==> src/design/rts_defines.svh <==
`ifndef RTS_DEFINES_SVH
`define RTS_DEFINES_SVH
// ====================================================================
// Register byte offsets.
`define RTS_OFF_ACC1     12'h000
`define RTS_OFF_DEC1     12'h004
`define RTS_OFF_ACC2     12'h008
`define RTS_OFF_DEC2     12'h00C
`define RTS_OFF_ACC3     12'h010
`define RTS_OFF_DEC3     12'h014
`define RTS_OFF_ACC4     12'h018
`define RTS_OFF_DEC4     12'h01C
`define RTS_OFF_FSTOP    12'h020
`define RTS_OFF_UNIT     12'h024
`define RTS_OFF_SWFREQ   12'h028
`define RTS_OFF_DIFUNC   12'h02C
`define RTS_OFF_MAXFREQ  12'h030
`define RTS_OFF_STATUS   12'h034
`define RTS_OFF_IRQ_STAT 12'h038
`define RTS_OFF_IRQ_MASK 12'h03C
`define RTS_OFF_ACTIVE   12'h040
// ====================================================================
// Reset values (times in 0.1 s steps, frequency in 0.1 Hz steps).
`define RTS_RST_TIME     16'h0064
`define RTS_RST_UNIT     1'b1
`define RTS_RST_SWFREQ   16'h0000
`define RTS_RST_MAXFREQ  16'h0258
`define RTS_RST_DIFUNC   32'h0000_0000
// Fine unit limit: 600.1 s in coarse steps is 6001 counts.
`define RTS_FINE_LIMIT   16'h1771
// ====================================================================
// Digital input function codes.
`define RTS_FN_SEL1      8'h07
`define RTS_FN_SEL2      8'h1A
`define RTS_FN_FSTOP_NO  8'h15
`define RTS_FN_FSTOP_NC  8'h17
`define RTS_FN_MOTOR2    8'h16
// ====================================================================
// Interrupt bit positions and the number of terminal inputs.
`define RTS_IRQ_FSTOP    0
`define RTS_IRQ_CONFLICT 1
`define RTS_IRQ_UNITREJ  2
`define RTS_IRQ_DONE     3
`define RTS_NUM_INPUTS   4
`endif

==> src/design/rts_pkg.sv <==
package rts_pkg;
  // Fast-stop latch states.
  typedef enum logic [1:0] {
    RTS_FS_IDLE,
    RTS_FS_DECEL,
    RTS_FS_WAIT
  } rts_fs_type;

  // Register state of the selector top, apart from the run edge flop run_d_r.
  typedef struct packed {
    logic [8:0][15:0] time_set;
    logic             unit_fine;
    logic [15:0]      sw_freq;
    logic [15:0]      max_freq;
    logic [31:0]      di_func;
    logic [3:0]       irq_stat;
    logic [3:0]       irq_mask;
    logic             conflict;
    rts_fs_type       fs_state;
    logic             run_ok;
    logic             irq;
    logic [31:0]      prdata;
    logic             pready;
    logic             pslverr;
    logic [15:0]      acc_time;
    logic [15:0]      dec_time;
    logic [1:0]       pair;
    logic             fstop_act;
  } rts_state_type;
endpackage

==> src/design/rts_selector.sv <==
// Design decisions made here: register access over APB and the address map.
`timescale 1ns/100ps
`include "rts_defines.svh"
// Summary of operation
// RULE1: Inputs seven and 1A pick pair one to four by their closed states.
// RULE2: Function 15 input closing starts fast stop with the fast stop time.
// RULE3: Function 17 input opening starts fast stop.
// RULE4: Fast stop latches; run needs done, input clear and run re-applied.
// RULE5: Unit setting scales all nine times: 0.01 s fine, 0.1 s coarse.
// RULE6: Fine unit is refused while any time holds 600.1 s or more.
// RULE7: Auto switch with inputs open: pair 1 at or above, pair 4 below.
// RULE8: A zero switch frequency disables automatic switching.
// RULE9: Times span zero to maximum frequency; slope is fmax over time.
// RULE10: Motor 2 uses pair 3 above, 4 below; closed input gives pair 4.
// RULE11: Second select plus motor switch function raises a config error.
// RULE12: Fast stop time is its own setting, same unit, default 10.0 s.
// RULE13: Selection is re-evaluated each cycle; the pair register presents it one clock later.
module rts_selector
(
  input  wire logic        pclk,
  input  wire logic        presetn,
  input  wire logic        psel,
  input  wire logic        penable,
  input  wire logic        pwrite,
  input  wire logic [11:0] paddr,
  input  wire logic [31:0] pwdata,
  output logic      [31:0] prdata,
  output logic             pready,
  output logic             pslverr,
  input  wire logic [3:0]  di_pin,
  input  wire logic        run_cmd,
  input  wire logic        motor2_sel,
  input  wire logic [15:0] out_freq,
  input  wire logic        decel_done,
  output logic      [15:0] acc_time,
  output logic      [15:0] dec_time,
  output logic      [1:0]  ramp_pair,
  output logic             unit_fine,
  output logic             fast_stop,
  output logic             run_enable,
  output logic             input_conflict_error,
  output logic             irq
);
  rts_pkg::rts_state_type st_r;
  rts_pkg::rts_state_type st_nxt;
  logic [4:0]             sync_q;
  logic [3:0]             di_s;
  logic                   run_s;
  logic                   run_d_r;

  // Terminal inputs and run command pass two flip-flops first.
  rts_sync u_sync
  (
    .pclk    (pclk),
    .presetn (presetn),
    .d_in    ({run_cmd, di_pin}),
    .q_out   (sync_q)
  );
  assign di_s  = sync_q[3:0];
  assign run_s = sync_q[4];

  // Returns whether any terminal carries the given function code.
  function automatic logic has_fn(input logic [31:0] f,
                                  input logic [3:0]  d,
                                  input logic [7:0]  code,
                                  input logic        want_closed);
    logic r;
    r = 1'b0;
    for (int i = 0; i < `RTS_NUM_INPUTS; i++)
    begin
      if (f[i*8 +: 8] == code && (!want_closed || d[i]))
        r = 1'b1;
    end
    return r;
  endfunction

  // Tells whether a function code is assigned to any terminal.
  function automatic logic fn_used(input logic [31:0] f,
                                   input logic [7:0]  code);
    return has_fn(f, 4'hF, code, 1'b0);
  endfunction

  // Tracks run command edges for the restart condition.
  always_ff @(posedge pclk or negedge presetn)
  begin
    if (!presetn)
      run_d_r <= 1'b0;
    else
      run_d_r <= run_s;
  end

  // Next state: bus access, interrupts, fast stop and pair selection.
  always_comb
  begin
    logic       wr;
    logic       rd;
    logic [3:0] ev;
    logic       sel1;
    logic       sel2;
    logic       above;
    logic       auto_on;
    logic       fs_trig;
    logic       big;
    logic       conf;
    logic [1:0] p;
    wr      = 1'b0;
    rd      = 1'b0;
    ev      = 4'h0;
    sel1    = 1'b0;
    sel2    = 1'b0;
    above   = 1'b0;
    auto_on = 1'b0;
    fs_trig = 1'b0;
    big     = 1'b0;
    conf    = 1'b0;
    p       = 2'h0;
    st_nxt  = st_r;
    wr = psel && penable && pwrite;
    rd = psel && penable && !pwrite;
    st_nxt.pready  = psel && penable && !st_r.pready;
    st_nxt.pslverr = 1'b0;
    for (int i = 0; i < 9; i++)
      if (st_r.time_set[i] >= `RTS_FINE_LIMIT)
        big = 1'b1; // RULE6
    // Register writes take effect in the access phase's answer cycle.
    if (wr && !st_r.pready)
    begin
      if (paddr <= `RTS_OFF_FSTOP && paddr[1:0] == 2'h0)
        st_nxt.time_set[paddr[5:2]] = pwdata[15:0]; // RULE12
      else
        case (paddr)
          `RTS_OFF_UNIT:
          begin
            if (!pwdata[0] && big)
            begin
              st_nxt.pslverr = 1'b1; // RULE6
              ev[`RTS_IRQ_UNITREJ] = 1'b1;
            end
            else
              st_nxt.unit_fine = !pwdata[0]; // RULE5
          end
          `RTS_OFF_SWFREQ:   st_nxt.sw_freq  = pwdata[15:0];
          `RTS_OFF_MAXFREQ:  st_nxt.max_freq = pwdata[15:0];
          `RTS_OFF_DIFUNC:
          begin
            conf = fn_used(pwdata, `RTS_FN_SEL2)
                && fn_used(pwdata, `RTS_FN_MOTOR2);
            st_nxt.conflict = conf; // RULE11
            if (conf)
            begin
              st_nxt.pslverr = 1'b1;
              ev[`RTS_IRQ_CONFLICT] = 1'b1;
            end
            else
              st_nxt.di_func = pwdata;
          end
          `RTS_OFF_IRQ_MASK: st_nxt.irq_mask = pwdata[3:0];
          default:           st_nxt.pslverr = !(paddr <= `RTS_OFF_ACTIVE);
        endcase
    end
    // Read data; the read of interrupt status clears that register below.
    st_nxt.prdata = 32'h0000_0000;
    if (rd && !st_r.pready)
    begin
      if (paddr <= `RTS_OFF_FSTOP && paddr[1:0] == 2'h0)
        st_nxt.prdata = {16'h0000, st_r.time_set[paddr[5:2]]};
      else
        case (paddr)
          `RTS_OFF_UNIT:     st_nxt.prdata = {31'h0, !st_r.unit_fine};
          `RTS_OFF_SWFREQ:   st_nxt.prdata = {16'h0, st_r.sw_freq};
          `RTS_OFF_MAXFREQ:  st_nxt.prdata = {16'h0, st_r.max_freq};
          `RTS_OFF_DIFUNC:   st_nxt.prdata = st_r.di_func;
          `RTS_OFF_STATUS:
            st_nxt.prdata = {26'h0, st_r.conflict, st_r.run_ok,
                             st_r.fstop_act, st_r.unit_fine, st_r.pair};
          `RTS_OFF_IRQ_STAT: st_nxt.prdata = {28'h0, st_r.irq_stat};
          `RTS_OFF_IRQ_MASK: st_nxt.prdata = {28'h0, st_r.irq_mask};
          `RTS_OFF_ACTIVE:
            st_nxt.prdata = {st_r.dec_time, st_r.acc_time};
          default:           st_nxt.pslverr = 1'b1;
        endcase
    end
    // Selection inputs sampled from terminals.
    sel1 = has_fn(st_r.di_func, di_s, `RTS_FN_SEL1, 1'b1);
    sel2 = has_fn(st_r.di_func, di_s, `RTS_FN_SEL2, 1'b1);
    fs_trig = has_fn(st_r.di_func, di_s, `RTS_FN_FSTOP_NO, 1'b1) // RULE2
           || has_fn(st_r.di_func, ~di_s, `RTS_FN_FSTOP_NC, 1'b1); // RULE3
    // Fast-stop latch and restart interlock.
    case (st_r.fs_state)
      rts_pkg::RTS_FS_IDLE:
        if (fs_trig)
        begin
          st_nxt.fs_state = rts_pkg::RTS_FS_DECEL; // RULE4
          st_nxt.run_ok   = 1'b0;
          ev[`RTS_IRQ_FSTOP] = 1'b1;
        end
        else if (!st_r.run_ok && run_s && !run_d_r)
          st_nxt.run_ok = 1'b1;
      rts_pkg::RTS_FS_DECEL:
        if (decel_done)
        begin
          st_nxt.fs_state = rts_pkg::RTS_FS_WAIT; // RULE4
          ev[`RTS_IRQ_DONE] = 1'b1;
        end
      rts_pkg::RTS_FS_WAIT:
        if (!fs_trig && !run_s)
          st_nxt.fs_state = rts_pkg::RTS_FS_IDLE; // RULE4
      default: st_nxt.fs_state = rts_pkg::RTS_FS_IDLE;
    endcase
    st_nxt.fstop_act = (st_nxt.fs_state != rts_pkg::RTS_FS_IDLE);
    // Pair choice, combining inputs, motor and frequency threshold.
    auto_on = (st_r.sw_freq != 16'h0000); // RULE8
    above   = !auto_on || (out_freq >= st_r.sw_freq);
    if (motor2_sel)
      p = sel1 ? 2'd3 : (above ? 2'd2 : 2'd3); // RULE10
    else if (sel1 || sel2)
      p = {sel2, sel1} - 2'd1 + 2'd1 == 2'd0 ? 2'd0
          : (sel1 && sel2) ? 2'd3 : (sel2 ? 2'd2 : 2'd1); // RULE1
    else
      p = above ? 2'd0 : 2'd3; // RULE7
    st_nxt.pair = p; // RULE13
    // Times are passed in the selected unit; slope is fmax over time.
    st_nxt.acc_time = st_r.time_set[{p, 1'b0}]; // RULE9
    st_nxt.dec_time = st_nxt.fstop_act ? st_r.time_set[8] // RULE2
                    : st_r.time_set[{p, 1'b1}];
    // Sticky status: set beats a clear by read.
    if (rd && !st_r.pready && paddr == `RTS_OFF_IRQ_STAT)
      st_nxt.irq_stat = ev;
    else
      st_nxt.irq_stat = st_r.irq_stat | ev;
    st_nxt.irq = |(st_nxt.irq_stat & st_nxt.irq_mask);
  end

  // State register.
  always_ff @(posedge pclk or negedge presetn)
  begin
    if (!presetn)
    begin
      st_r           <= '0;
      for (int i = 0; i < 9; i++)
        st_r.time_set[i] <= `RTS_RST_TIME; // RULE12
      st_r.unit_fine <= !`RTS_RST_UNIT; // RULE5
      st_r.sw_freq   <= `RTS_RST_SWFREQ;
      st_r.max_freq  <= `RTS_RST_MAXFREQ;
      st_r.di_func   <= `RTS_RST_DIFUNC;
      st_r.fs_state  <= rts_pkg::RTS_FS_IDLE;
      st_r.acc_time  <= `RTS_RST_TIME;
      st_r.dec_time  <= `RTS_RST_TIME;
    end
    else
      st_r <= st_nxt;
  end

  assign prdata               = st_r.prdata;
  assign pready               = st_r.pready;
  assign pslverr              = st_r.pslverr;
  assign acc_time             = st_r.acc_time;
  assign dec_time             = st_r.dec_time;
  assign ramp_pair            = st_r.pair;
  assign unit_fine            = st_r.unit_fine;
  assign fast_stop            = st_r.fstop_act;
  assign run_enable           = st_r.run_ok;
  assign input_conflict_error = st_r.conflict;
  assign irq                  = st_r.irq;
endmodule

==> src/design/rts_sync.sv <==
`timescale 1ns/100ps
// ====================================================================
// Two-stage synchroniser for the terminal inputs and run command.
module rts_sync
(
  input  wire logic       pclk,
  input  wire logic       presetn,
  input  wire logic [4:0] d_in,
  output logic      [4:0] q_out
);
  logic [4:0] meta_r;
  logic [4:0] sync_r;

  // First stage feeds only the second stage.
  always_ff @(posedge pclk or negedge presetn)
  begin
    if (!presetn)
    begin
      meta_r <= 5'h00;
      sync_r <= 5'h00;
    end
    else
    begin
      meta_r <= d_in;
      sync_r <= meta_r;
    end
  end

  assign q_out = sync_r;
endmodule

==> config.mk <==
export PLATFORM = sky130hd
export DESIGN_NAME = rts_selector
export DESIGN_NICKNAME = d
export VERILOG_FILES = /design/src/design/rts_pkg.sv /design/src/design/rts_selector.sv /design/src/design/rts_sync.sv
export VERILOG_INCLUDE_DIRS = /design/src /design/src/design
export SDC_FILE = /design/constraint.sdc
export NUM_CORES = 1
export LEC_CHECK = 0
export BUFFER_PORTS_ARGS = -buffer_cell sky130_fd_sc_hd__buf_2
export CAP_MARGIN = 20
export CORE_ASPECT_RATIO = 1.4
export CORE_MARGIN = 3
export CORE_UTILIZATION = 45
export DETAILED_ROUTE_END_ITERATION = 12
export PLACE_DENSITY = 0.65
export RECOVER_POWER = 100
export SYNTH_ARGS = -nofsm -noshare
export SYNTH_HDL_FRONTEND = slang
export SYNTH_SLANG_ARGS = --single-unit
export TNS_END_PERCENT = 30
==> constraint.sdc <==
create_clock -name pclk -period 2.4 [get_ports pclk]
set_clock_uncertainty 0.05 [all_clocks]
set_input_delay 0.6 -clock pclk [delete_from_list [all_inputs] [get_ports pclk]]
set_output_delay 0.6 -clock pclk [all_outputs]
set_load 0.02 [all_outputs]
==> metrics.txt, run 1 <==
# TYPE chip_impl_metric gauge
chip_impl_metric{name="whs_path_depth",unit=""} 1
chip_impl_metric{name="cp_buf_inv_count",unit=""} 4
chip_impl_metric{name="ff2ff_path_depth",unit=""} 11
chip_impl_metric{name="syn-num-nets",unit=""} 1406
chip_impl_metric{name="gp_routability_congestion",unit=""} 0.906
chip_impl_metric{name="drtAntennaViolNets",unit=""} 0
chip_impl_metric{name="worstPathRequired",unit="ns"} 2.83
chip_impl_metric{name="grt_antenna_before_repair",unit=""} 1
chip_impl_metric{name="drc",unit=""} 0
chip_impl_metric{name="worstMarginPinSlew",unit="ns"} 1.20
chip_impl_info{name="start_kind",value="register"} 1
chip_impl_metric{name="maxSlewHeadroom",unit="%"} 20.1
chip_impl_info{name="top_signal_layer_used",value="met4"} 1
chip_impl_metric{name="final_nets",unit=""} 1756
chip_impl_metric{name="post-dp-hpwl",unit="um"} 36400
chip_impl_info{name="worst_path_max_delay_cell",value="sky130_fd_sc_hd__dfstp_2"} 1
chip_impl_metric{name="initial_core_util",unit="%"} 46.0
chip_impl_metric{name="std_cell_rows",unit=""} 80
chip_impl_info{name="timing_worst_setup_path_type",value="register to register"} 1
chip_impl_info{name="cp_common_cell",value="sky130_fd_sc_hd__buf_4"} 1
chip_impl_info{name="final_common_cell",value="sky130_fd_sc_hd__dfrtp_1"} 1
chip_impl_metric{name="postLayoutSetupSlackWorst",unit="ns"} -0.343
chip_impl_info{name="rsz0062_at_grt",value="yes"} 1
chip_impl_metric{name="grt_max_degree",unit=""} 70
chip_impl_metric{name="boundaryPins",unit=""} 145
chip_impl_info{name="run_status",value="finished with violations"} 1
chip_impl_info{name="critPathLaunch",value="st_r[229]"} 1
chip_impl_metric{name="fillers",unit=""} 2598
chip_impl_info{name="cp_top_family",value="compound AO/OA/AOI/OAI gates"} 1
chip_impl_metric{name="track_usage",unit="%"} 26.7
chip_impl_metric{name="critical_path_depth",unit=""} 11
chip_impl_metric{name="drive_gt1_share",unit="%"} 51.0
chip_impl_metric{name="ir_worst_vdd",unit="V"} 0.000543
chip_impl_metric{name="clk_path_buf_depth",unit=""} 3
chip_impl_metric{name="synth_edf_count",unit=""} 0
chip_impl_info{name="root_buffer",value="sky130_fd_sc_hd__clkbuf_16"} 1
chip_impl_metric{name="leakage",unit="nW"} 9.80
chip_impl_metric{name="met3_wirelength",unit="um"} 2750
chip_impl_metric{name="crit_path_max_fanout",unit=""} 2
chip_impl_metric{name="setup_viol",unit=""} 134
chip_impl_metric{name="p_per_area",unit="nW/um^2"} 507
chip_impl_metric{name="maxSlewViolCount",unit=""} 0
chip_impl_metric{name="timing.final.crit_share",unit="%"} 114
chip_impl_metric{name="ys_ff_latch",unit=""} 302
chip_impl_metric{name="postSynthCellCount",unit=""} 1318
chip_impl_metric{name="cts_buffers",unit=""} 31
chip_impl_metric{name="clock_insertion_delay_worst_skew",unit="ns"} 0.58
chip_impl_metric{name="die_w",unit="um"} 164
chip_impl_metric{name="met2WireLength",unit="um"} 26800
chip_impl_metric{name="placeableCoreArea",unit="sq um"} 34300
chip_impl_metric{name="max-cap-violations",unit=""} 0
chip_impl_metric{name="achievable-frequency",unit="GHz"} 0.365
chip_impl_metric{name="min_period",unit="ns"} 2.74
chip_impl_metric{name="drtIter0Drc",unit=""} 996
chip_impl_metric{name="die-area",unit="sq um"} 37400
chip_impl_metric{name="async_reset_ff_share",unit="%"} 100
chip_impl_info{name="critical_path.reg2reg.startpoint",value="st_r[229]"} 1
chip_impl_metric{name="grt_pass1_vias",unit=""} 13200
chip_impl_info{name="critPathCaptureType",value="register"} 1
chip_impl_metric{name="average_instance_area_after_synthesis",unit="sq um"} 12.0
chip_impl_metric{name="timing.critical_path.slowest_cell_delay",unit="ns"} 0.54
chip_impl_metric{name="synth-warning-count",unit=""} 0
chip_impl_metric{name="global_route.overflow_total",unit=""} 0
chip_impl_metric{name="detailroute.via_count",unit=""} 12600
chip_impl_metric{name="via_per_inst",unit=""} 5.88
chip_impl_metric{name="clk_pin_slew_worst_paths",unit="ns"} 0.06
chip_impl_metric{name="crit_path_dat",unit="ns"} 3.18
chip_impl_metric{name="cts_sinks",unit=""} 302
chip_impl_metric{name="area_growth",unit="%"} 35.5
chip_impl_info{name="postSynth.topFlopCell",value="sky130_fd_sc_hd__dfrtp_1"} 1
chip_impl_metric{name="wire_per_inst",unit="um"} 24.5
chip_impl_metric{name="mappedNetlistArea",unit="sq um"} 15800
chip_impl_metric{name="met1Wirelength",unit="um"} 20700
chip_impl_info{name="hold_path_class",value="input pin to register"} 1
chip_impl_metric{name="dieHeight",unit="um"} 228
chip_impl_metric{name="place_ws",unit="ns"} -0.717
chip_impl_metric{name="placement.io_buffers",unit=""} 144
chip_impl_info{name="worstPathCellList",value="nor4_2 > buf_4 > o41ai_1 > buf_4 > a41oi_1 > o22ai_1 > nor4b_4 > buf_6 > buf_4 > or3_4 > o31ai_2"} 1
chip_impl_metric{name="grt_pass1_wl",unit="um"} 77100
chip_impl_metric{name="htree_levels",unit=""} 1
chip_impl_metric{name="wl",unit="um"} 52500
chip_impl_metric{name="synth-seq-area-share",unit="%"} 48.2
chip_impl_info{name="failed_checks",value="negative setup slack"} 1
chip_impl_info{name="cts_tree",value="built"} 1
chip_impl_info{name="worstHoldStart",value="di_pin[1]"} 1
chip_impl_metric{name="hold_slack",unit="ns"} 0.0794
chip_impl_metric{name="netlist-cell-type-count",unit=""} 73
chip_impl_metric{name="drt-pass1-iter-count",unit=""} 5
chip_impl_metric{name="finalHoldViolCount",unit=""} 0
chip_impl_info{name="mostFrequentLayoutCells",value="sky130_fd_sc_hd__dfrtp_1, sky130_fd_sc_hd__buf_4, sky130_fd_sc_hd__mux2_2, sky130_fd_sc_hd__nand2_1, sky130_fd_sc_hd__clkbuf_1"} 1
## layer usage
metal,track usage (%),vias to the layer above
met5,0,-
met4,9.53,0
met3,2.75,129
met2,47.1,525
met1,34.1,6437
li1,-,5532
## metrics by stage
step	util [%]	setup TNS, ns	std cells	power (mW)	cell area, sq um
2_1_floorplan	-	-82.24	1318	5.46	16000
3_3_place_gp	55.1	-141.44	2053	5.82	18900
3_5_place_dp	55.1	-152.33	2053	5.83	18900
4_1_cts	61.3	-9.63	2137	10.9	21100
5_1_grt	62.3	-30.91	2145	11.1	21400
6_report	62.3	-17.21	2145	10.8	21400
## final timing paths
kind                               endpoint  slack (ns)
max                                 pslverr       -0.34
min in group asynchronous         st_r[246]        0.76
min                        u_sync.meta_r[1]        0.08
max in group asynchronous   u_sync.q_out[1]        0.21
max reg2reg                         pslverr       -0.34
min reg2reg                 u_sync.q_out[0]        0.30
## synth_stat cells, drive strengths merged, types with 5 or more instances
master / n / share of area (%)
a21oi: 59 / 1.9
a221oi: 13 / 0.72
a22oi: 31 / 1.5
a41o: 6 / 0.38
a41oi: 5 / 0.28
and2: 7 / 0.28
buf: 91 / 4.2
clkbuf: 65 / 1.5
dfrtp: 265 / 42
dfstp: 37 / 6.2
ha: 16 / 1.3
inv: 51 / 1.2
mux2: 213 / 15
mux2i: 48 / 3.0
mux4: 33 / 4.7
nand2: 94 / 2.3
nand3: 9 / 0.44
nand3b: 6 / 0.36
nand4: 8 / 0.32
nand4b: 10 / 0.56
nor2: 36 / 0.86
nor2b: 21 / 0.83
nor3: 17 / 0.57
nor4: 19 / 0.85
nor4b: 8 / 0.58
o21a: 6 / 0.29
o21ai: 28 / 0.89
o221a: 32 / 2.3
o31ai: 18 / 0.86
or3: 9 / 0.39
or4: 8 / 0.40
## where the power goes
part	leakage [nW]	internal [mW]	switching (mW)
Clock	0.518	2.94	2.07
Sequential	4.04	5.11	0.0138
Combinational	5.25	0.276	0.426
Total	9.80	8.33	2.51
## flip-flops by register name, summed over array words and instances (netlist names)
name and flops:
run_enable 1, fast_stop 1, u_sync.q_out 5, unit_fine 1, run_d_r 1, acc_time 16
st_r 218, dec_time 16, prdata 32, u_sync.meta_r 5, irq 1, ramp_pair 2
pready 1, pslverr 1, input_conflict_error 1
## logic make-up after synthesis
kind of cell,after synthesis,share of synthesized area (%)
compound gates,225,10.5
xor+xnor,4,0.222
fa+ha+maj,16,1.27
buf+inv,208,7.01
flops,302,48.2
mux,294,23.0
simple gates,269,9.82
## repair_timing
action | in CTS | in global routing
setup buffers | 24 | 17
endpoints found under the hold margin | 26 | 0
gates resized for setup | 139 | 87
hold buffers | 1 | 0
setup endpoints to repair | 144 | 192
cloned | 10 | 6
pin swaps | 34 | 39
## final cells by class
cell class	instances	area, sq um	share of cell area, %
repair buffers	473	3810	17.8
multi-input cells	808	8120	38.0
clock buffers	46	912	4.27
inverters	52	229	1.07
flip-flops and latches	302	7600	35.6
clock inverters	12	144	0.673
well taps	451	564	2.64
diodes	1	2.50	0.0117
(Power assumes the default switching activity.)
==> run 2, diff against run 1 <==
--- a/config.mk
+++ b/config.mk
@@ -13,7 +13,7 @@
 export CORE_UTILIZATION = 45
 export DETAILED_ROUTE_END_ITERATION = 12
 export PLACE_DENSITY = 0.65
-export RECOVER_POWER = 100
+export RECOVER_POWER = 25
 export SYNTH_ARGS = -nofsm -noshare
 export SYNTH_HDL_FRONTEND = slang
 export SYNTH_SLANG_ARGS = --single-unit
==> run 2 against run 1 <==
  * Worst hold slack hardly changed
  * Die area unchanged
  * Count of clock-buffer cells in the layout unchanged
  * Power hardly changed
  * The run still ends with negative setup slack left
  * Combinational power grew 0.6%
==> metrics.txt, run 2 (synthesized netlist as in run 1, its figures left out) <==
# TYPE chip_impl_metric gauge
chip_impl_info{name="run_status",value="finished with violations"} 1
chip_impl_info{name="failed_checks",value="negative setup slack"} 1
chip_impl_metric{name="final_nets",unit=""} 1756
chip_impl_metric{name="post-layout-total-power",unit="mW"} 10.8
chip_impl_metric{name="cts_sinks",unit=""} 302
chip_impl_info{name="cts_tree",value="built"} 1
chip_impl_metric{name="grt_pass1_vias",unit=""} 13200
chip_impl_metric{name="drt-pass1-iter-count",unit=""} 5
chip_impl_metric{name="drtAntennaViolNets",unit=""} 0
chip_impl_metric{name="area_growth",unit="%"} 36.5
chip_impl_metric{name="setup_viol",unit=""} 127
chip_impl_metric{name="dieHeight",unit="um"} 228
chip_impl_metric{name="drive_gt1_share",unit="%"} 55.5
chip_impl_metric{name="leakage",unit="nW"} 10.1
chip_impl_metric{name="wire_per_inst",unit="um"} 24.4
chip_impl_metric{name="timing.final.crit_share",unit="%"} 115
chip_impl_info{name="worst_path_max_delay_cell",value="sky130_fd_sc_hd__dfstp_2"} 1
chip_impl_metric{name="drtIter0Drc",unit=""} 1031
chip_impl_info{name="final_common_cell",value="sky130_fd_sc_hd__dfrtp_1"} 1
chip_impl_metric{name="via_per_inst",unit=""} 5.87
chip_impl_metric{name="maxSlewViolCount",unit=""} 0
chip_impl_metric{name="p_per_area",unit="nW/um^2"} 503
chip_impl_metric{name="worstPathRequired",unit="ns"} 2.83
chip_impl_metric{name="htree_levels",unit=""} 1
chip_impl_info{name="hold_path_class",value="input pin to register"} 1
chip_impl_metric{name="max-cap-violations",unit=""} 0
chip_impl_metric{name="crit_path_dat",unit="ns"} 3.20
chip_impl_metric{name="global_route.overflow_total",unit=""} 0
chip_impl_metric{name="worstMarginPinSlew",unit="ns"} 1.21
chip_impl_metric{name="post-dp-hpwl",unit="um"} 36400
chip_impl_metric{name="wl",unit="um"} 52400
chip_impl_info{name="start_kind",value="register"} 1
chip_impl_metric{name="final_design_area_no_fill",unit="sq um"} 21500
chip_impl_metric{name="achievable-frequency",unit="GHz"} 0.362
chip_impl_metric{name="crit_path_max_fanout",unit=""} 2
chip_impl_metric{name="ir_worst_vdd",unit="V"} 0.000543
chip_impl_metric{name="postLayoutSetupSlackWorst",unit="ns"} -0.364
chip_impl_metric{name="std_cell_rows",unit=""} 80
chip_impl_metric{name="placement.cell_area",unit="sq um"} 18900
chip_impl_metric{name="die_w",unit="um"} 164
chip_impl_info{name="critPathCaptureType",value="register"} 1
chip_impl_metric{name="clk_pin_slew_worst_paths",unit="ns"} 0.06
chip_impl_metric{name="detailroute.via_count",unit=""} 12600
chip_impl_metric{name="multiInputGateArea",unit="sq um"} 8130
chip_impl_metric{name="track_usage",unit="%"} 26.7
chip_impl_info{name="largest_register",value="st_r"} 1
chip_impl_metric{name="clock_insertion_delay_worst_skew",unit="ns"} 0.58
chip_impl_metric{name="drc",unit=""} 0
chip_impl_info{name="cp_common_cell",value="sky130_fd_sc_hd__buf_4"} 1
chip_impl_metric{name="grt_max_degree",unit=""} 70
chip_impl_metric{name="finalHoldViolCount",unit=""} 0
chip_impl_info{name="timing_worst_setup_path_type",value="register to register"} 1
chip_impl_metric{name="cts_buffers",unit=""} 31
chip_impl_metric{name="maxSlewHeadroom",unit="%"} 19.4
chip_impl_metric{name="clk_path_buf_depth",unit=""} 3
chip_impl_metric{name="min_period",unit="ns"} 2.76
chip_impl_info{name="mostFrequentLayoutCells",value="sky130_fd_sc_hd__dfrtp_1, sky130_fd_sc_hd__buf_4, sky130_fd_sc_hd__mux2_2, sky130_fd_sc_hd__buf_2, sky130_fd_sc_hd__nand2_1"} 1
chip_impl_metric{name="placement.io_buffers",unit=""} 144
chip_impl_metric{name="largest_register_ffs",unit=""} 218
chip_impl_metric{name="placeableCoreArea",unit="sq um"} 34300
chip_impl_metric{name="grt_antenna_before_repair",unit=""} 1
chip_impl_metric{name="initial_core_util",unit="%"} 46.0
chip_impl_metric{name="gp_routability_congestion",unit=""} 0.906
chip_impl_metric{name="boundaryPins",unit=""} 145
chip_impl_info{name="worstPathCellList",value="nor4_2 > buf_4 > o41ai_1 > buf_4 > a41oi_1 > o22ai_1 > nor4b_4 > buf_6 > buf_4 > or3_4 > o31ai_2"} 1
chip_impl_metric{name="fillers",unit=""} 2545
chip_impl_info{name="rsz0062_at_grt",value="yes"} 1
chip_impl_metric{name="sequential_cell_area",unit="sq um"} 7600
chip_impl_info{name="root_buffer",value="sky130_fd_sc_hd__clkbuf_16"} 1
chip_impl_metric{name="die-area",unit="sq um"} 37400
chip_impl_metric{name="timing.critical_path.slowest_cell_delay",unit="ns"} 0.54
chip_impl_metric{name="final.setup.tns",unit="ns"} -15.33
chip_impl_metric{name="grt_pass1_wl",unit="um"} 77100
## run 2: critical path, delay by kind of cell (launching register included)
family | cells | cell delay [ns]
compound gates | 4 | 0.93
buf+inv | 4 | 0.67
flops | 1 | 0.54
simple gates | 3 | 0.49
## run 2: path summary, 6_finish.rpt
| path | slack [ns] | cells after the start | start | endpoint |
|---|---|---|---|---|
| min reg2reg | 0.30 | 0 | u_sync.meta_r[0] | u_sync.q_out[0] |
| max in group asynchronous | 0.32 | 3 | presetn | st_r[83] |
| max reg2reg | -0.36 | 11 | st_r[229] | pslverr |
| min | 0.08 | 1 | di_pin[1] | u_sync.meta_r[1] |
| min in group asynchronous | 0.76 | 2 | presetn | st_r[166] |
| max | -0.36 | 11 | st_r[229] | pslverr |
## run 2: through the flow
stage               worst slack [ns]  util, %  instances  hold WS (ns)
floorplan                     -0.541        -       1318         0.254
global placement              -0.663     55.1       2053         0.283
detailed placement            -0.717     55.1       2053         0.290
CTS                           -0.287     61.3       2137        0.0535
global route                  -0.385     62.7       2145        0.0633
finish                        -0.364     62.7       2145        0.0795
## run 2: repair_timing
action | 4_1_cts | 5_1_grt
hold buffers | 1 | 0
setup buffers | 24 | 17
endpoints found under the setup margin | 144 | 192
pin swaps | 34 | 39
cloned | 10 | 6
hold endpoints to repair | 26 | 0
gates resized for setup | 139 | 87
## run 2: area by class of cell
| cell class | instances | area share [%] |
|---|---|---|
| antenna | 1 | 0.0116 |
| clock buffer | 46 | 4.24 |
| clock inverter | 12 | 0.668 |
| inverter | 52 | 1.06 |
| multi-input combinational | 808 | 37.8 |
| sequential | 302 | 35.3 |
| tap | 451 | 2.62 |
| timing repair buffer | 473 | 18.3 |
## run 2: layer usage
metal  vias up  wire length, um  GRT usage (%)
li1       5532                -              -
met1      6384            20400           34.1
met2       545            26600           47.1
met3       139             2990           2.75
met4         0             2350           9.53
met5         -                0              0
## run 2: where the power goes
group          total [mW]  leakage [nW]  switching [mW]  internal (mW)
logic               0.706          5.59           0.425          0.280
clock network        5.01         0.518            2.07           2.94
registers            5.13          4.04          0.0138           5.11
==> run 3, diff against run 2 <==
--- a/config.mk
+++ b/config.mk
@@ -16,5 +16,6 @@
 export RECOVER_POWER = 25
 export SYNTH_ARGS = -nofsm -noshare
 export SYNTH_HDL_FRONTEND = slang
+export SYNTH_HIERARCHICAL = 1
 export SYNTH_SLANG_ARGS = --single-unit
 export TNS_END_PERCENT = 30
==> run 3 against run 2 <==
  * The flow finishes with violations (max-capacitance violations, max-slew violations, negative setup slack)
  * Die area decreased by 0.55%
  * Sequential power about the same
  * Worst hold slack improved by 0.018 ns
  * Power hardly changed
  * Maximum frequency rose by 8.7%
  * Count of clock-buffer cells in the layout down 5
  * Via count down 5.9%
  * Combinational power shrank 12%
  * Global-route usage decreased by 1.3 points
  * Sequential cell count stayed put
  * Wire length fell by 8.6%
  * Sequential share of layout area rose by 3.3 points
  * Critical path type unchanged
  * Largest cell class is now registers
  * Largest power group unchanged
==> metrics.txt, run 3 <==
# TYPE chip_impl_metric gauge
chip_impl_info{name="run_status",value="finished with violations"} 1
chip_impl_info{name="failed_checks",value="max-capacitance violations, max-slew violations, negative setup slack"} 1
chip_impl_metric{name="diodes",unit=""} 0
chip_impl_metric{name="synth-seq-area-share",unit="%"} 48.5
chip_impl_metric{name="crit_path_max_fanout",unit=""} 2
chip_impl_metric{name="average_instance_area_after_synthesis",unit="sq um"} 12.0
chip_impl_metric{name="clk_path_buf_depth",unit=""} 3
chip_impl_metric{name="die-area",unit="sq um"} 37200
chip_impl_metric{name="boundaryPins",unit=""} 145
chip_impl_info{name="cp_common_cell",value="sky130_fd_sc_hd__a41o_1"} 1
chip_impl_metric{name="placeableCoreArea",unit="sq um"} 34200
chip_impl_metric{name="setup_viol",unit=""} 35
chip_impl_metric{name="initial_core_util",unit="%"} 45.8
chip_impl_metric{name="achievable-frequency",unit="GHz"} 0.393
chip_impl_info{name="mostFrequentLayoutCells",value="sky130_fd_sc_hd__dfrtp_1, sky130_fd_sc_hd__mux2_2, sky130_fd_sc_hd__buf_4, sky130_fd_sc_hd__buf_2, sky130_fd_sc_hd__nand2_1"} 1
chip_impl_metric{name="cp_buf_inv_count",unit=""} 0
chip_impl_metric{name="synth-warning-count",unit=""} 6
chip_impl_metric{name="numPlacedInstances",unit=""} 1966
chip_impl_info{name="worst_path_max_delay_cell",value="sky130_fd_sc_hd__or4_4"} 1
chip_impl_metric{name="die_w",unit="um"} 164
chip_impl_metric{name="grt_antenna_before_repair",unit=""} 0
chip_impl_metric{name="gp_routability_congestion",unit=""} 0.959
chip_impl_metric{name="switchingPower",unit="mW"} 2.40
chip_impl_info{name="hold_path_class",value="input pin to register"} 1
chip_impl_info{name="postSynth.topFlopCell",value="sky130_fd_sc_hd__dfrtp_1"} 1
chip_impl_metric{name="cts_sinks",unit=""} 302
chip_impl_info{name="worstPathCellList",value="or4_4 > a41o_1 > a41o_1 > a22oi_2 > and4_4 > o31ai_2 > a221o_1"} 1
chip_impl_metric{name="p_seq_share",unit="%"} 47.3
chip_impl_metric{name="drt-pass1-iter-count",unit=""} 5
chip_impl_metric{name="crit_path_dat",unit="ns"} 2.93
chip_impl_metric{name="timing.final.crit_share",unit="%"} 106
chip_impl_metric{name="final.setup.tns",unit="ns"} -2.72
chip_impl_metric{name="ys_ff_latch",unit=""} 302
chip_impl_metric{name="dieHeight",unit="um"} 227
chip_impl_metric{name="via_per_inst",unit=""} 5.86
chip_impl_metric{name="clock_insertion_delay_worst_skew",unit="ns"} 0.56
chip_impl_metric{name="htree_levels",unit=""} 1
chip_impl_metric{name="largest_register_ffs",unit=""} 218
chip_impl_metric{name="grt_pass1_wl",unit="um"} 73000
chip_impl_metric{name="finalHoldViolCount",unit=""} 0
chip_impl_metric{name="synth_simple_gate_area_share",unit="%"} 8.84
chip_impl_info{name="root_buffer",value="sky130_fd_sc_hd__clkbuf_16"} 1
chip_impl_metric{name="area_growth",unit="%"} 25.6
chip_impl_info{name="timing_worst_setup_path_type",value="register to register"} 1
chip_impl_metric{name="max-cap-violations",unit=""} 1
chip_impl_metric{name="placement.cell_area",unit="sq um"} 18300
chip_impl_metric{name="global_route.overflow_total",unit=""} 0
chip_impl_metric{name="synth_mux_area_share",unit="%"} 24.1
chip_impl_metric{name="synth_adder_area_share",unit="%"} 1.28
chip_impl_metric{name="placement.io_buffers",unit=""} 144
chip_impl_metric{name="ir_worst_vdd",unit="V"} 0.000611
chip_impl_metric{name="netlist-cell-type-count",unit=""} 70
chip_impl_metric{name="post-dp-hpwl",unit="um"} 36000
chip_impl_metric{name="swShare",unit="%"} 22.2
chip_impl_metric{name="synth_top_cell_area_share",unit="%"} 42.3
chip_impl_metric{name="timing.critical_path.slowest_cell_delay",unit="ns"} 0.56
chip_impl_metric{name="min_period",unit="ns"} 2.54
chip_impl_info{name="synth.top_cells.by_count",value="sky130_fd_sc_hd__dfrtp_1, sky130_fd_sc_hd__mux2_2, sky130_fd_sc_hd__nand2_1"} 1
chip_impl_metric{name="wire_per_inst",unit="um"} 23.7
chip_impl_metric{name="async_reset_ff_share",unit="%"} 100
chip_impl_metric{name="final_nets",unit=""} 1639
chip_impl_metric{name="grt_pass1_vias",unit=""} 12400
chip_impl_metric{name="drtIter0Drc",unit=""} 996
chip_impl_metric{name="power_frac_clock",unit="%"} 47.0
chip_impl_metric{name="final_design_area_no_fill",unit="sq um"} 19700
chip_impl_metric{name="hold_slack",unit="ns"} 0.0976
chip_impl_info{name="final_common_cell",value="sky130_fd_sc_hd__dfrtp_1"} 1
chip_impl_metric{name="cts_buffers",unit=""} 29
chip_impl_metric{name="track_usage",unit="%"} 25.4
chip_impl_info{name="start_kind",value="register"} 1
chip_impl_metric{name="std_cell_rows",unit=""} 80
chip_impl_metric{name="postSynthCellCount",unit=""} 1303
chip_impl_info{name="yosysTopAreaCell",value="sky130_fd_sc_hd__dfrtp_1"} 1
chip_impl_metric{name="final-instance-count-excl-fill",unit=""} 2024
chip_impl_metric{name="clk_pin_slew_worst_paths",unit="ns"} 0.06
chip_impl_metric{name="synth_edf_count",unit=""} 0
chip_impl_metric{name="wl",unit="um"} 47900
chip_impl_metric{name="postLayoutSetupSlackWorst",unit="ns"} -0.144
chip_impl_info{name="critPathCaptureType",value="register"} 1
chip_impl_info{name="synth_top_family_by_area",value="multiplexers"} 1
chip_impl_info{name="largest_register",value="st_r"} 1
chip_impl_metric{name="place_ws",unit="ns"} -0.765
chip_impl_metric{name="power.combinational.fraction",unit="%"} 5.7
chip_impl_metric{name="syn-num-nets",unit=""} 1391
chip_impl_metric{name="drive_gt1_share",unit="%"} 50.5
chip_impl_info{name="cp_top_family",value="compound AO/OA/AOI/OAI gates"} 1
chip_impl_metric{name="p_per_area",unit="nW/um^2"} 550
chip_impl_metric{name="post_synth_xor_area_fraction",unit="%"} 0.223
chip_impl_metric{name="grt_max_degree",unit=""} 61
chip_impl_metric{name="maxSlewHeadroom",unit="%"} -19.4
chip_impl_info{name="rsz0062_at_grt",value="yes"} 1
chip_impl_metric{name="post-layout-total-power",unit="mW"} 10.8
chip_impl_metric{name="maxSlewViolCount",unit=""} 57
chip_impl_metric{name="leakage",unit="nW"} 9.49
chip_impl_metric{name="drc",unit=""} 0
chip_impl_info{name="cts_tree",value="built"} 1
chip_impl_metric{name="compound_cell_area_share_of_the_yosys_netlist",unit="%"} 10.1
chip_impl_metric{name="drtAntennaViolNets",unit=""} 0
chip_impl_metric{name="mappedNetlistArea",unit="sq um"} 15700
chip_impl_info{name="synth.most_common_cell",value="sky130_fd_sc_hd__dfrtp_1"} 1
chip_impl_metric{name="worstPathRequired",unit="ns"} 2.79
chip_impl_metric{name="worstMarginPinSlew",unit="ns"} 1.79
chip_impl_info{name="post_synth_main_area_contributors",value="sky130_fd_sc_hd__dfrtp_1, sky130_fd_sc_hd__mux2_2, sky130_fd_sc_hd__dfstp_2, sky130_fd_sc_hd__mux4_2, sky130_fd_sc_hd__mux2i_1"} 1
chip_impl_metric{name="detailroute.via_count",unit=""} 11900
chip_impl_metric{name="cell_internal_pwr",unit="mW"} 8.44
chip_impl_metric{name="postLayoutCoreUtil",unit="%"} 57.6
-- run 3: power by group through the flow --
stage | Combinational, mW | Sequential [mW] | Clock, mW
detailed placement | 0.606 | 5.22 | 0
finish | 0.621 | 5.13 | 5.09
global placement | 0.596 | 5.22 | 0
CTS | 0.623 | 5.12 | 5.19
floorplan | 0.239 | 5.22 | 0
global route | 0.673 | 5.12 | 5.38
-- run 3: path summary, 6_finish.rpt --
path / startpoint / slack (ns) / to / depth (start not counted)
setup / recovery: st_r[246] / -0.14 / irq / 7
hold / removal: di_pin[0] / 0.1 / u_sync/meta_r[0] / 1
setup reg to reg: st_r[246] / -0.14 / irq / 7
hold reg to reg: u_sync/meta_r[4] / 0.31 / u_sync/q_out[4] / 0
max in group asynchronous: presetn / 0.13 / st_r[216] / 3
min in group asynchronous: presetn / 1.01 / u_sync/meta_r[1] / 2
-- run 3: kinds of logic after synthesis --
| kind of cell | count (synthesis) |
|---|---|
| mux | 310 |
| fa+ha+maj | 16 |
| xor+xnor | 4 |
| compound gates | 209 |
| simple gates | 248 |
| buf+inv | 214 |
| flops | 302 |
-- run 3: final cells by class --
cell class | instances | area [sq um]
Clock inverter | 12 | 210
Tap cell | 451 | 564
Multi-Input combinational cell | 787 | 7450
Inverter | 58 | 233
Clock buffer | 41 | 851
Fill cell | 2790 | 14500
Timing Repair Buffer | 373 | 2800
Sequential cell | 302 | 7600
-- run 3: what timing repair did --
item                       CTS  global route
setup endpoints to repair   36            36
pin swaps                   24             3
hold endpoints to repair    46             0
resized for setup           49            26
buffers inserted             2             3
gates cloned                 1             1
hold buffers                 1             0
-- run 3: metal layers --
metal | global-route usage (%) | part of all wire [%] | vias to the layer above
li1 | - | - | 5281
met1 | 31.8 | 40 | 6061
met2 | 44.7 | 51 | 414
met3 | 2.62 | 5.0 | 101
met4 | 10.7 | 4.3 | 0
met5 | 0 | 0 | -
